File: src/include/dfp_map.svh
/*
 * Address map, reset values, codes and link framing constants of the
 * debug flash-programming register block.
 * Assumes inclusion by bare name from the design and package files.
 */
`ifndef DFP_MAP_SVH
`define DFP_MAP_SVH

// ==========================================================
// Debug-port register addresses
`define DFP_ADDR_CTL 8'h02
`define DFP_ADDR_DAT 8'hB4

// ==========================================================
// Reset values
`define DFP_RST_ADDR 8'h00
`define DFP_RST_CTL 8'h00
`define DFP_RST_DAT 8'h00

// ==========================================================
// Unlock sequence codes, in order
`define DFP_UNLOCK_FIRST 8'h02
`define DFP_UNLOCK_SECOND 8'h01

// ==========================================================
// Flash command codes
`define DFP_CMD_BLOCK_RD 8'h06
`define DFP_CMD_BLOCK_WR 8'h07
`define DFP_CMD_PAGE_ERASE 8'h08
`define DFP_CMD_DEV_ERASE 8'h03

// ==========================================================
// Link instruction codes, sent MSB first after the start bit
`define DFP_INS_DATA_RD 2'h0
`define DFP_INS_DATA_WR 2'h1
`define DFP_INS_ADDR_RD 2'h2
`define DFP_INS_ADDR_WR 2'h3

// ==========================================================
// Link framing counts
`define DFP_INS_LAST 4'h1
`define DFP_BYTE_LAST 4'h7

`endif

File: src/include/dfp_pkg.sv
/*
 * Types of the debug flash-programming block: state enums, state structs
 * and the command check shared by the design files.
 * Assumes dfp_map.svh is on the include path.
 */
`include "dfp_map.svh"

package dfp_pkg;

	// ==========================================================
	// Unlock state, one-hot
	typedef enum logic [2:0] {
		DFP_LK_IDLE = 3'b001, // Nothing seen yet
		DFP_LK_SEEN2 = 3'b010, // First code seen
		DFP_LK_OPEN = 3'b100 // Programming enabled
	} dfp_lock_t;

	// ==========================================================
	// Link frame state, one-hot
	typedef enum logic [4:0] {
		DFP_LN_IDLE = 5'b00001, // Waiting for start bit
		DFP_LN_INS = 5'b00010, // Shifting instruction
		DFP_LN_WR = 5'b00100, // Shifting write byte
		DFP_LN_RDW = 5'b01000, // Fetching read byte
		DFP_LN_RD = 5'b10000 // Driving read byte
	} dfp_link_st_t;

	// ==========================================================
	// Register-side state
	typedef struct packed {
		logic [7:0] addr; // Debug-port address
		logic [7:0] ctl; // Programming control
		logic [7:0] dat; // Programming data
		dfp_lock_t lock; // Unlock progress
		logic expect_cmd; // Next data write is a command
		logic cmd_err; // Last command code was invalid
		logic cmd_stb; // Command pulse
		logic [7:0] cmd; // Command code
		logic byte_stb; // Operand pulse
		logic [7:0] byte_v; // Operand byte
		logic halted; // Core held stalled
		logic borrow; // Pins taken by debug port
	} dfp_main_t;

	// ==========================================================
	// Link-side state
	typedef struct packed {
		logic clk_s1; // Clock sync stage one
		logic clk_s2; // Clock sync stage two
		logic clk_q; // Delayed clock for edge find
		logic dat_s1; // Data sync stage one
		logic dat_s2; // Data sync stage two
		dfp_link_st_t st; // Frame state
		logic [3:0] cnt; // Bit counter
		logic [1:0] ins; // Instruction
		logic [7:0] sh; // Shift register
		logic oe; // Data pin drive enable
		logic dout; // Data pin drive value
		logic req; // Request pulse
		logic is_addr; // Request targets the address register
		logic is_wr; // Request is a write
	} dfp_link_t;

	// ==========================================================
	// True for one of the four accepted flash command codes
	function automatic logic dfp_cmd_ok(input logic [7:0] code);
		return (code == `DFP_CMD_BLOCK_RD) || (code == `DFP_CMD_BLOCK_WR) ||
			(code == `DFP_CMD_PAGE_ERASE) || (code == `DFP_CMD_DEV_ERASE);
	endfunction : dfp_cmd_ok

endpackage : dfp_pkg

File: src/include/dfp_if.sv
/*
 * Request channel from the link shifter to the register block.
 * Assumes both ends run on the same system clock.
 */
`timescale 1ns/1ps

interface dfp_if;
	logic req; // One-cycle request pulse
	logic is_addr; // Targets the address register
	logic is_wr; // Write when high
	logic [7:0] wdata; // Write byte
	logic [7:0] rdata; // Read byte, valid in the same cycle as req

	modport link (output req, output is_addr, output is_wr, output wdata, input rdata);
	modport regs (input req, input is_addr, input is_wr, input wdata, output rdata);
endinterface : dfp_if

File: src/hw/dfp_link.sv
/*
 * Two-wire link shifter: finds clock edges, shifts frames in and out of
 * the data pin and turns each frame into one request.
 * Assumes pins come from outside the clock domain; en from same clock.
 */
`timescale 1ns/1ps
`include "dfp_map.svh"

module dfp_link (
	input wire logic clk, // System clock
	input wire logic rst, // Async reset, active high
	input wire logic en, // Pins borrowed by debug port
	input wire logic dbg_clk, // Debug clock pin
	input wire logic dbg_data, // Debug data pin level
	output logic dbg_drive, // Debug data drive value
	output logic dbg_oe, // Debug data drive enable
	dfp_if.link bus // Request channel
);

	dfp_pkg::dfp_link_t q_r; // Registered state
	dfp_pkg::dfp_link_t q_nxt; // Next state
	logic rise; // Debug clock rising edge

	// ==========================================================
	// Next-state logic
	always_comb begin
		q_nxt = q_r;
		q_nxt.clk_s1 = dbg_clk;
		q_nxt.clk_s2 = q_r.clk_s1;
		q_nxt.clk_q = q_r.clk_s2;
		q_nxt.dat_s1 = dbg_data;
		q_nxt.dat_s2 = q_r.dat_s1;
		q_nxt.req = 1'b0;
		rise = q_r.clk_s2 & ~q_r.clk_q;
		if (!en) begin
			// Release the pin at once when the core runs again
			q_nxt.st = dfp_pkg::DFP_LN_IDLE;
			q_nxt.oe = 1'b0;
		end else begin
			case (q_r.st)
				dfp_pkg::DFP_LN_IDLE: begin
					// Low data at a clock rise opens a frame
					if (rise && !q_r.dat_s2) begin
						q_nxt.st = dfp_pkg::DFP_LN_INS;
						q_nxt.cnt = 4'h0;
					end
				end
				dfp_pkg::DFP_LN_INS: begin
					if (rise) begin
						q_nxt.ins = {q_r.ins[0], q_r.dat_s2};
						q_nxt.cnt = q_r.cnt + 4'h1;
						if (q_r.cnt == `DFP_INS_LAST) begin
							q_nxt.is_addr = q_r.ins[0];
							q_nxt.is_wr = q_r.dat_s2;
							q_nxt.cnt = 4'h0;
							if (q_r.dat_s2) begin
								q_nxt.st = dfp_pkg::DFP_LN_WR;
							end else begin
								// Reads ask now and load next cycle
								q_nxt.req = 1'b1;
								q_nxt.st = dfp_pkg::DFP_LN_RDW;
							end
						end
					end
				end
				dfp_pkg::DFP_LN_WR: begin
					// Write byte arrives LSB first
					if (rise) begin
						q_nxt.sh = {q_r.dat_s2, q_r.sh[7:1]};
						q_nxt.cnt = q_r.cnt + 4'h1;
						if (q_r.cnt == `DFP_BYTE_LAST) begin
							q_nxt.req = 1'b1;
							q_nxt.st = dfp_pkg::DFP_LN_IDLE;
						end
					end
				end
				dfp_pkg::DFP_LN_RDW: begin
					q_nxt.sh = bus.rdata;
					q_nxt.dout = bus.rdata[0];
					q_nxt.oe = 1'b1;
					q_nxt.cnt = 4'h0;
					q_nxt.st = dfp_pkg::DFP_LN_RD;
				end
				dfp_pkg::DFP_LN_RD: begin
					// Each bit stands until the host's sampling rise
					if (rise) begin
						q_nxt.cnt = q_r.cnt + 4'h1;
						q_nxt.sh = {1'b0, q_r.sh[7:1]};
						q_nxt.dout = q_r.sh[1];
						if (q_r.cnt == `DFP_BYTE_LAST) begin
							q_nxt.oe = 1'b0;
							q_nxt.st = dfp_pkg::DFP_LN_IDLE;
						end
					end
				end
				default: begin
					q_nxt.st = dfp_pkg::DFP_LN_IDLE;
					q_nxt.oe = 1'b0;
				end
			endcase
		end
	end

	// ==========================================================
	// State register
	always_ff @(posedge clk or posedge rst) begin
		if (rst) begin
			q_r <= '0;
			q_r.st <= dfp_pkg::DFP_LN_IDLE;
		end else begin
			q_r <= q_nxt;
		end
	end

	assign bus.req = q_r.req;
	assign bus.is_addr = q_r.is_addr;
	assign bus.is_wr = q_r.is_wr;
	assign bus.wdata = q_r.sh;
	assign dbg_drive = q_r.dout;
	assign dbg_oe = q_r.oe;

	// ==========================================================
	// Checks
	a_oe_when_borrowed: assert property (@(posedge clk) disable iff (rst)
		dbg_oe |-> $past(en))
		else $error("data pin driven while not borrowed");

endmodule : dfp_link

File: src/hw/dfp_regs.sv
/*
 * Debug flash-programming registers: address, control with unlock
 * sequence, data with command decode, halt stall and pin borrowing.
 * Assumes flash engine and halt request run on SYS_CLK; pins do not.
 */
// Overview of operation
// - Control register at 0x02, eight bits, reset zero
// - Unlock needs 0x02 then 0x01 written
// - Programming stays enabled until system reset
// - Data register at 0xB4, eight bits, reset zero
// - Only commands 0x06 0x07 0x08 0x03 accepted
// - Halted device keeps core and peripherals stalled
// - Halted device lends clock and data pins
// - Address register selects data access target
`timescale 1ns/1ps
`include "dfp_map.svh"

module dfp_regs (
	input wire logic SYS_CLK, // System clock, 100 MHz
	input wire logic RESET, // Async system reset, active high
	input wire logic DEBUG_CLOCK_PIN, // Debug clock pin
	input wire logic DEBUG_DATA_PIN, // Debug data pin level
	output logic DEBUG_DATA_DRIVE, // Debug data drive value
	output logic DEBUG_DATA_OE, // Debug data drive enable
	input wire logic HALT_REQ, // Core halt request
	output logic CORE_STALL, // Core and peripherals stalled
	output logic PIN_BORROW, // Pins handed to the debug port
	output logic PROG_ENABLE, // Flash programming enabled
	output logic FLASH_CMD_STB, // Command pulse
	output logic [7:0] FLASH_CMD, // Command code
	output logic FLASH_BYTE_STB, // Operand byte pulse
	output logic [7:0] FLASH_BYTE, // Operand byte
	output logic CMD_ERROR, // Last command code invalid
	input wire logic FLASH_DONE, // Engine finished a command
	input wire logic FLASH_RD_VALID, // Engine read byte valid
	input wire logic [7:0] FLASH_RD_DATA // Engine read byte
);

	dfp_pkg::dfp_main_t q_r; // Registered state
	dfp_pkg::dfp_main_t q_nxt; // Next state
	logic ctl_wr; // Write to control register
	logic dat_wr; // Write to data register
	dfp_if bus (); // Link request channel

	// ==========================================================
	// Link shifter, active only while the pins are borrowed
	dfp_link u_link (
		.clk(SYS_CLK),
		.rst(RESET),
		.en(q_r.borrow),
		.dbg_clk(DEBUG_CLOCK_PIN),
		.dbg_data(DEBUG_DATA_PIN),
		.dbg_drive(DEBUG_DATA_DRIVE),
		.dbg_oe(DEBUG_DATA_OE),
		.bus(bus)
	);

	// ==========================================================
	// Read mux, selected by the address register
	always_comb begin
		if (bus.is_addr) begin
			bus.rdata = q_r.addr;
		end else if (q_r.addr == `DFP_ADDR_CTL) begin
			bus.rdata = q_r.ctl;
		end else if (q_r.addr == `DFP_ADDR_DAT) begin
			bus.rdata = q_r.dat;
		end else begin
			bus.rdata = 8'h00; // Unmapped reads as zero
		end
	end

	// ==========================================================
	// Write decode
	assign ctl_wr = bus.req && bus.is_wr && !bus.is_addr && (q_r.addr == `DFP_ADDR_CTL);
	assign dat_wr = bus.req && bus.is_wr && !bus.is_addr && (q_r.addr == `DFP_ADDR_DAT);

	// ==========================================================
	// Next-state logic
	always_comb begin
		q_nxt = q_r;
		q_nxt.cmd_stb = 1'b0;
		q_nxt.byte_stb = 1'b0;
		// Borrow lags stall so the core is quiet before pins switch
		q_nxt.halted = HALT_REQ;
		q_nxt.borrow = q_r.halted && HALT_REQ;
		// Engine events first; a host write in the same cycle wins
		if (FLASH_DONE) begin
			q_nxt.expect_cmd = 1'b1;
		end
		if (FLASH_RD_VALID) begin
			q_nxt.dat = FLASH_RD_DATA;
		end
		if (bus.req && bus.is_wr && bus.is_addr) begin
			q_nxt.addr = bus.wdata;
		end
		if (ctl_wr) begin
			q_nxt.ctl = bus.wdata;
			case (q_r.lock)
				dfp_pkg::DFP_LK_IDLE: begin
					if (bus.wdata == `DFP_UNLOCK_FIRST) begin
						q_nxt.lock = dfp_pkg::DFP_LK_SEEN2;
					end
				end
				dfp_pkg::DFP_LK_SEEN2: begin
					if (bus.wdata == `DFP_UNLOCK_SECOND) begin
						q_nxt.lock = dfp_pkg::DFP_LK_OPEN;
					end else if (bus.wdata != `DFP_UNLOCK_FIRST) begin
						q_nxt.lock = dfp_pkg::DFP_LK_IDLE;
					end
				end
				dfp_pkg::DFP_LK_OPEN: begin
					// Only a system reset leaves programming mode
					q_nxt.lock = dfp_pkg::DFP_LK_OPEN;
				end
				default: begin
					q_nxt.lock = dfp_pkg::DFP_LK_IDLE;
				end
			endcase
		end
		if (dat_wr) begin
			q_nxt.dat = bus.wdata;
			// Without unlock the byte is stored but goes nowhere
			if (q_r.lock == dfp_pkg::DFP_LK_OPEN) begin
				if (q_r.expect_cmd) begin
					if (dfp_pkg::dfp_cmd_ok(bus.wdata)) begin
						q_nxt.cmd_stb = 1'b1;
						q_nxt.cmd = bus.wdata;
						q_nxt.expect_cmd = 1'b0;
						q_nxt.cmd_err = 1'b0;
					end else begin
						q_nxt.cmd_err = 1'b1;
					end
				end else begin
					q_nxt.byte_stb = 1'b1;
					q_nxt.byte_v = bus.wdata;
				end
			end
		end
	end

	// ==========================================================
	// State register
	always_ff @(posedge SYS_CLK or posedge RESET) begin
		if (RESET) begin
			q_r <= '0;
			q_r.addr <= `DFP_RST_ADDR;
			q_r.ctl <= `DFP_RST_CTL;
			q_r.dat <= `DFP_RST_DAT;
			q_r.lock <= dfp_pkg::DFP_LK_IDLE;
			q_r.expect_cmd <= 1'b1;
		end else begin
			q_r <= q_nxt;
		end
	end

	// ==========================================================
	// Outputs, all straight from state flops
	assign CORE_STALL = q_r.halted;
	assign PIN_BORROW = q_r.borrow;
	// Open bit of the one-hot lock code, so no gate sits behind the pin
	assign PROG_ENABLE = q_r.lock[2];
	assign FLASH_CMD_STB = q_r.cmd_stb;
	assign FLASH_CMD = q_r.cmd;
	assign FLASH_BYTE_STB = q_r.byte_stb;
	assign FLASH_BYTE = q_r.byte_v;
	assign CMD_ERROR = q_r.cmd_err;

	// ==========================================================
	// Checks
	a_ctl_write_stored: assert property (@(posedge SYS_CLK) disable iff (RESET)
		ctl_wr |=> (q_r.ctl == $past(bus.wdata)))
		else $error("control write not stored");

	a_unlock_second: assert property (@(posedge SYS_CLK) disable iff (RESET)
		(ctl_wr && q_r.lock == dfp_pkg::DFP_LK_SEEN2 && bus.wdata == `DFP_UNLOCK_SECOND)
		|=> PROG_ENABLE)
		else $error("unlock sequence did not enable programming");

	a_prog_sticky: assert property (@(posedge SYS_CLK) disable iff (RESET)
		PROG_ENABLE |=> PROG_ENABLE [*3])
		else $error("programming mode left without reset");

	a_dat_write_stored: assert property (@(posedge SYS_CLK) disable iff (RESET)
		dat_wr |=> (q_r.dat == $past(bus.wdata)))
		else $error("data write not stored");

	a_cmd_code_valid: assert property (@(posedge SYS_CLK) disable iff (RESET)
		FLASH_CMD_STB |-> (dfp_pkg::dfp_cmd_ok(FLASH_CMD) && PROG_ENABLE))
		else $error("invalid or locked command issued");

	a_bad_cmd_flag: assert property (@(posedge SYS_CLK) disable iff (RESET)
		(dat_wr && PROG_ENABLE && q_r.expect_cmd && !dfp_pkg::dfp_cmd_ok(bus.wdata))
		|=> (CMD_ERROR && !FLASH_CMD_STB))
		else $error("invalid command not flagged");

	a_borrow_stalled: assert property (@(posedge SYS_CLK) disable iff (RESET)
		PIN_BORROW |-> (CORE_STALL && $past(CORE_STALL)))
		else $error("pins borrowed while core running");

	a_route_other: assert property (@(posedge SYS_CLK) disable iff (RESET)
		(bus.req && q_r.addr != `DFP_ADDR_DAT && !FLASH_RD_VALID) |=> $stable(q_r.dat))
		else $error("data register hit by other address");

	a_no_skip_unlock: assert property (@(posedge SYS_CLK) disable iff (RESET)
		(q_r.lock == dfp_pkg::DFP_LK_IDLE) |=> !PROG_ENABLE)
		else $error("programming enabled without first code");

	a_wrong_code_resets: assert property (@(posedge SYS_CLK) disable iff (RESET)
		(ctl_wr && q_r.lock == dfp_pkg::DFP_LK_SEEN2 && bus.wdata != `DFP_UNLOCK_SECOND
		&& bus.wdata != `DFP_UNLOCK_FIRST) |=> (q_r.lock == dfp_pkg::DFP_LK_IDLE))
		else $error("wrong second code kept unlock progress");

endmodule : dfp_regs

File: config.mk
export PLATFORM = sky130hd
export DESIGN_NAME = dfp_regs
export DESIGN_NICKNAME = d
export VERILOG_FILES = /design/src/include/dfp_pkg.sv /design/src/include/dfp_if.sv /design/src/hw/dfp_link.sv /design/src/hw/dfp_regs.sv
export VERILOG_INCLUDE_DIRS = /design/src /design/src/include
export SDC_FILE = /design/constraint.sdc
export NUM_CORES = 1
export LEC_CHECK = 0
export ABC_AREA = 1
export BUFFER_PORTS_ARGS = -buffer_cell sky130_fd_sc_hd__buf_2
export CORE_UTILIZATION = 25
export CTS_BUF_LIST = sky130_fd_sc_hd__clkbuf_16
export DETAILED_ROUTE_END_ITERATION = 8
export SYNTH_ARGS = -nofsm -noshare
export SYNTH_HDL_FRONTEND = slang
export SYNTH_SLANG_ARGS = --single-unit
File: constraint.sdc
create_clock -name SYS_CLK -period 2.55 [get_ports SYS_CLK]
set_input_delay 0.1275 -clock SYS_CLK [delete_from_list [all_inputs] [get_ports SYS_CLK]]
set_output_delay 0.1275 -clock SYS_CLK [all_outputs]
set_load 0.1 [all_outputs]
==> impl_metrics.py <==
metrics = {
    "global_routing": {
        "antenna_found_initial": 0,
        "grt_max_degree": 37,
        "grt_overflow": 0,
        "grt_pass1_vias": 2981,
        "track_usage_pct": 12.3,
        "grt_pass1_wl_mm": 15.4,
    },
    "placement": {
        "placed_cell_area_sq_um": 4300,
        "gp_congestion": 0.854,
        "port-buffer-count": 38,
        "dp.cells": 711,
        "dp_hpwl_mm": 6.64,
    },
    "synth": {
        "ys_ff_latch": 77,
        "synth_top_cell_by_area": "dfrtp_1",
        "yosysWarnings": 0,
        "yosysTopAreaCellShare_pct": 46.1,
        "syn-cell-area_sq_um": 4010,
        "synth_nets": 502,
        "synth_area_leaders": "dfrtp_1 (46%), nand2_1 (10%), nand3_1 (9.2%)",
        "yosysUniqueCellTypes": 33,
        "ys_seq_area_share_pct": 48.1,
        "syn_inst": 485,
        "syn_area_per_cell_sq_um": 8.28,
    },
    "setup_path": {
        "rr_worst_depth": 8,
        "crit_buf_inv": 3,
        "critical_path_class": "flop to flop",
        "end_kind": "flop",
        "cp-start-kind": "flop",
        "cp.arrival_ns": 2.22,
        "r2r_end": "FLASH_CMD[5]",
        "worstReg2RegStart": "u_link.bus.is_addr",
        "crit_family": "buffers and inverters",
        "cp_cell_sequence": "clkinv_1, nand3_1, nor2_4, inv_4, nor2_8, nand2_4, clkinv_2, nor2_1",
        "max_stage_delay_ns": 0.58,
        "r2r_slack_ns": 0.60,
        "crit_path_max_fanout": 25,
        "crit_cells": 8,
        "cp.required_ns": 2.82,
        "crit_slowest_cell": "dfrtp_1",
    },
    "clock_tree": {
        "cts_sinks": 77,
        "cts_root_buffer": "clkbuf_16",
        "cts_hold_buf": 5,
        "clockBufferDepth": 2,
        "clk_latency_ns": 0.34,
        "clkTransAtPathRegs_ns": 0.06,
        "cts_setup_buffers": 0,
        "cts_resized": 0,
        "cts_tree": "done",
        "ctsHtreeMaxLevel": 3,
        "numCtsBuffers": 9,
    },
    "sta": {
        "hold_viol_final": 0,
        "drv_slew": 0,
        "fmax_mhz": 513,
        "setup_viol": 0,
        "fin_skew_ns": 0.0102,
        "period_needed_ns": 1.95,
        "tns_ns": 0,
        "slew_headroom_pct": 56.7,
        "worstMarginPinSlew_ns": 0.648,
        "rsz0062_at_grt": "false",
        "finalCritPeriodShare_pct": 76.4,
    },
    "worst_hold_path": {
        "holdPathEnd": "q_r[30]",
        "hp-start": "FLASH_RD_DATA[5]",
        "hold_path_depth": 3,
        "hp-class": "input port to flop",
    },
    "pwr": {
        "power.total_uw": 2590,
        "power_density_nw_per_um2": 561,
        "power_leakage_uw": 0.00229,
        "ir_worst_vdd_uv": 327,
    },
    "drt": {
        "routedWlPerCell_microns": 12.6,
        "drt_first_pass_iters": 5,
        "routed_wl_mm": 9.21,
        "dr.first_iter.drc_count": 291,
        "vias_per_cell": 4.34,
        "num_vias": 3178,
        "antenna_left": 0,
        "remaining_drc_errors": 0,
    },
    "floorplanning": {
        "start_util_pct": 26.0,
        "io_pins": 39,
        "rows": 45,
        "die_area_sq_um": 16600,
        "coreArea_sq_um": 15400,
        "fp.dieW_microns": 129,
        "die_h_microns": 129,
    },
    "final_layout": {
        "fillers": 1706,
        "drive_gt1_share_pct": 20.0,
        "areaGrowthSynthToFinish_pct": 15.0,
        "final_util_pct": 29.9,
        "layout.nets": 533,
        "instances_no_fill": 732,
        "antennaDiodeCount": 0,
        "final_area_sq_um": 4610,
    },
    "run": {
        "maxCapViolCount": 0,
    },
    "outcome": {
        "status": "completed",
    },
}
==> cell usage in the layout (no fill, tap or decap) <==
cell,instances
nand3_2,3
nor3_1,5
clkbuf_16,9
nor2_4,7
clkinvlp_4,1
dlygate4sd3_1,5
nor2_1,45
nand2_1,108
nand3b_1,1
xor2_1,2
clkinv_2,4
o21ai_2,15
inv_2,3
inv_6,1
dfrtp_1,74
nand4_1,4
nand2_4,7
nor2_8,1
nor2_2,2
a21oi_1,9
clkinv_1,2
buf_4,2
o21ai_0,17
o21ai_1,7
inv_1,53
buf_2,38
nand2_2,5
o41ai_1,1
dfstp_2,3
clkinv_4,2
nand3_1,74
inv_4,1
o211ai_1,8
ha_1,2
==> final cells by class <==
cell class | instances | area [sq um] | area share (%)
Timing Repair Buffer | 45 | 255 | 5.53
Multi-Input combinational cell | 323 | 1660 | 36.0
Clock buffer | 9 | 225 | 4.88
Clock inverter | 7 | 42.5 | 0.922
Tap cell | 211 | 264 | 5.72
Inverter | 60 | 235 | 5.10
Sequential cell | 77 | 1930 | 41.8
==> metal layers <==
metal | share of wire [%] | global-route usage, % | up-vias
met5 | 0 | 0 | -
li1 | - | - | 1612
met3 | 4.3 | 2.29 | 16
met1 | 49 | 16.9 | 1474
met2 | 44 | 17.7 | 76
met4 | 2.9 | 7.68 | 0
==> Yosys cell counts <==
master      n
a21oi_1     9
buf_1       1
buf_2       3
buf_4      16
buf_6       4
clkbuf_1    1
clkinv_1    1
clkinv_2    1
clkinv_4    1
dfrtp_1    74
dfstp_2     3
ha_1        2
inv_1      53
inv_2       3
inv_4       1
nand2_1   108
nand2_2     5
nand2_4     7
nand3_1    74
nand3_2     3
nand3b_1    1
nand4_1     4
nor2_1     45
nor2_2      2
nor2_4      7
nor2_8      1
nor3_1      5
o211ai_1    8
o21ai_0    17
o21ai_1     7
o21ai_2    15
o41ai_1     1
xor2_1      2
==> worst max-delay path by stage <==
stage / from / to
floorplan: RESET / CMD_ERROR
global placement: u_link.bus.is_addr / FLASH_CMD[4]
detailed placement: u_link.bus.is_addr / FLASH_CMD[5]
CTS: u_link.bus.is_addr / FLASH_CMD[5]
global route: u_link.bus.is_addr / FLASH_CMD[4]
finish: u_link.bus.is_addr / FLASH_CMD[5]
==> kinds of logic (layout without fill, tap and decap cells) <==
kind of cell	count (synthesis)	after routing	synth area share [%]
simple gates	262	262	31.2
flops	77	77	48.1
buf+inv	85	121	10.5
compound gates	57	57	9.10
fa+ha+maj	2	2	0.623
xor+xnor	2	2	0.436
==> flip-flops by register name, indices dropped and copies added, names as in the netlist, 3 cells and up <==
signal	cells
q_r	27
u_link.q_r	12
FLASH_BYTE	8
FLASH_CMD	8
u_link.bus.wdata	8
u_link.q_nxt	3
==> worst register-to-register path, stage by stage, from the launching register on <==
cell	delay, ns
dfrtp_1	0.58
clkinv_1	0.35
nand3_1	0.27
nor2_4	0.08
inv_4	0.22
nor2_8	0.06
nand2_4	0.12
clkinv_2	0.12
nor2_1	0.10
==> report_power, final <==
part	internal [uW]	leakage, uW	switching (uW)
registers	1250	0.00104	19.6
clock network	653	0.000134	521
logic	47.1	0.00112	98.6
total	1950	0.00229	640
==> per-stage QoR <==
| stage | hold WS (ns) | worst slack, ns |
|---|---|---|
| floorplan | 0.159 | 0.461 |
| global placement | 0.234 | 0.606 |
| detailed placement | 0.237 | 0.586 |
| CTS | 0.0340 | 0.567 |
| global route | 0.0482 | 0.381 |
| finish | 0.0395 | 0.602 |
No activity file was read; power rests on OpenSTA's default activity.
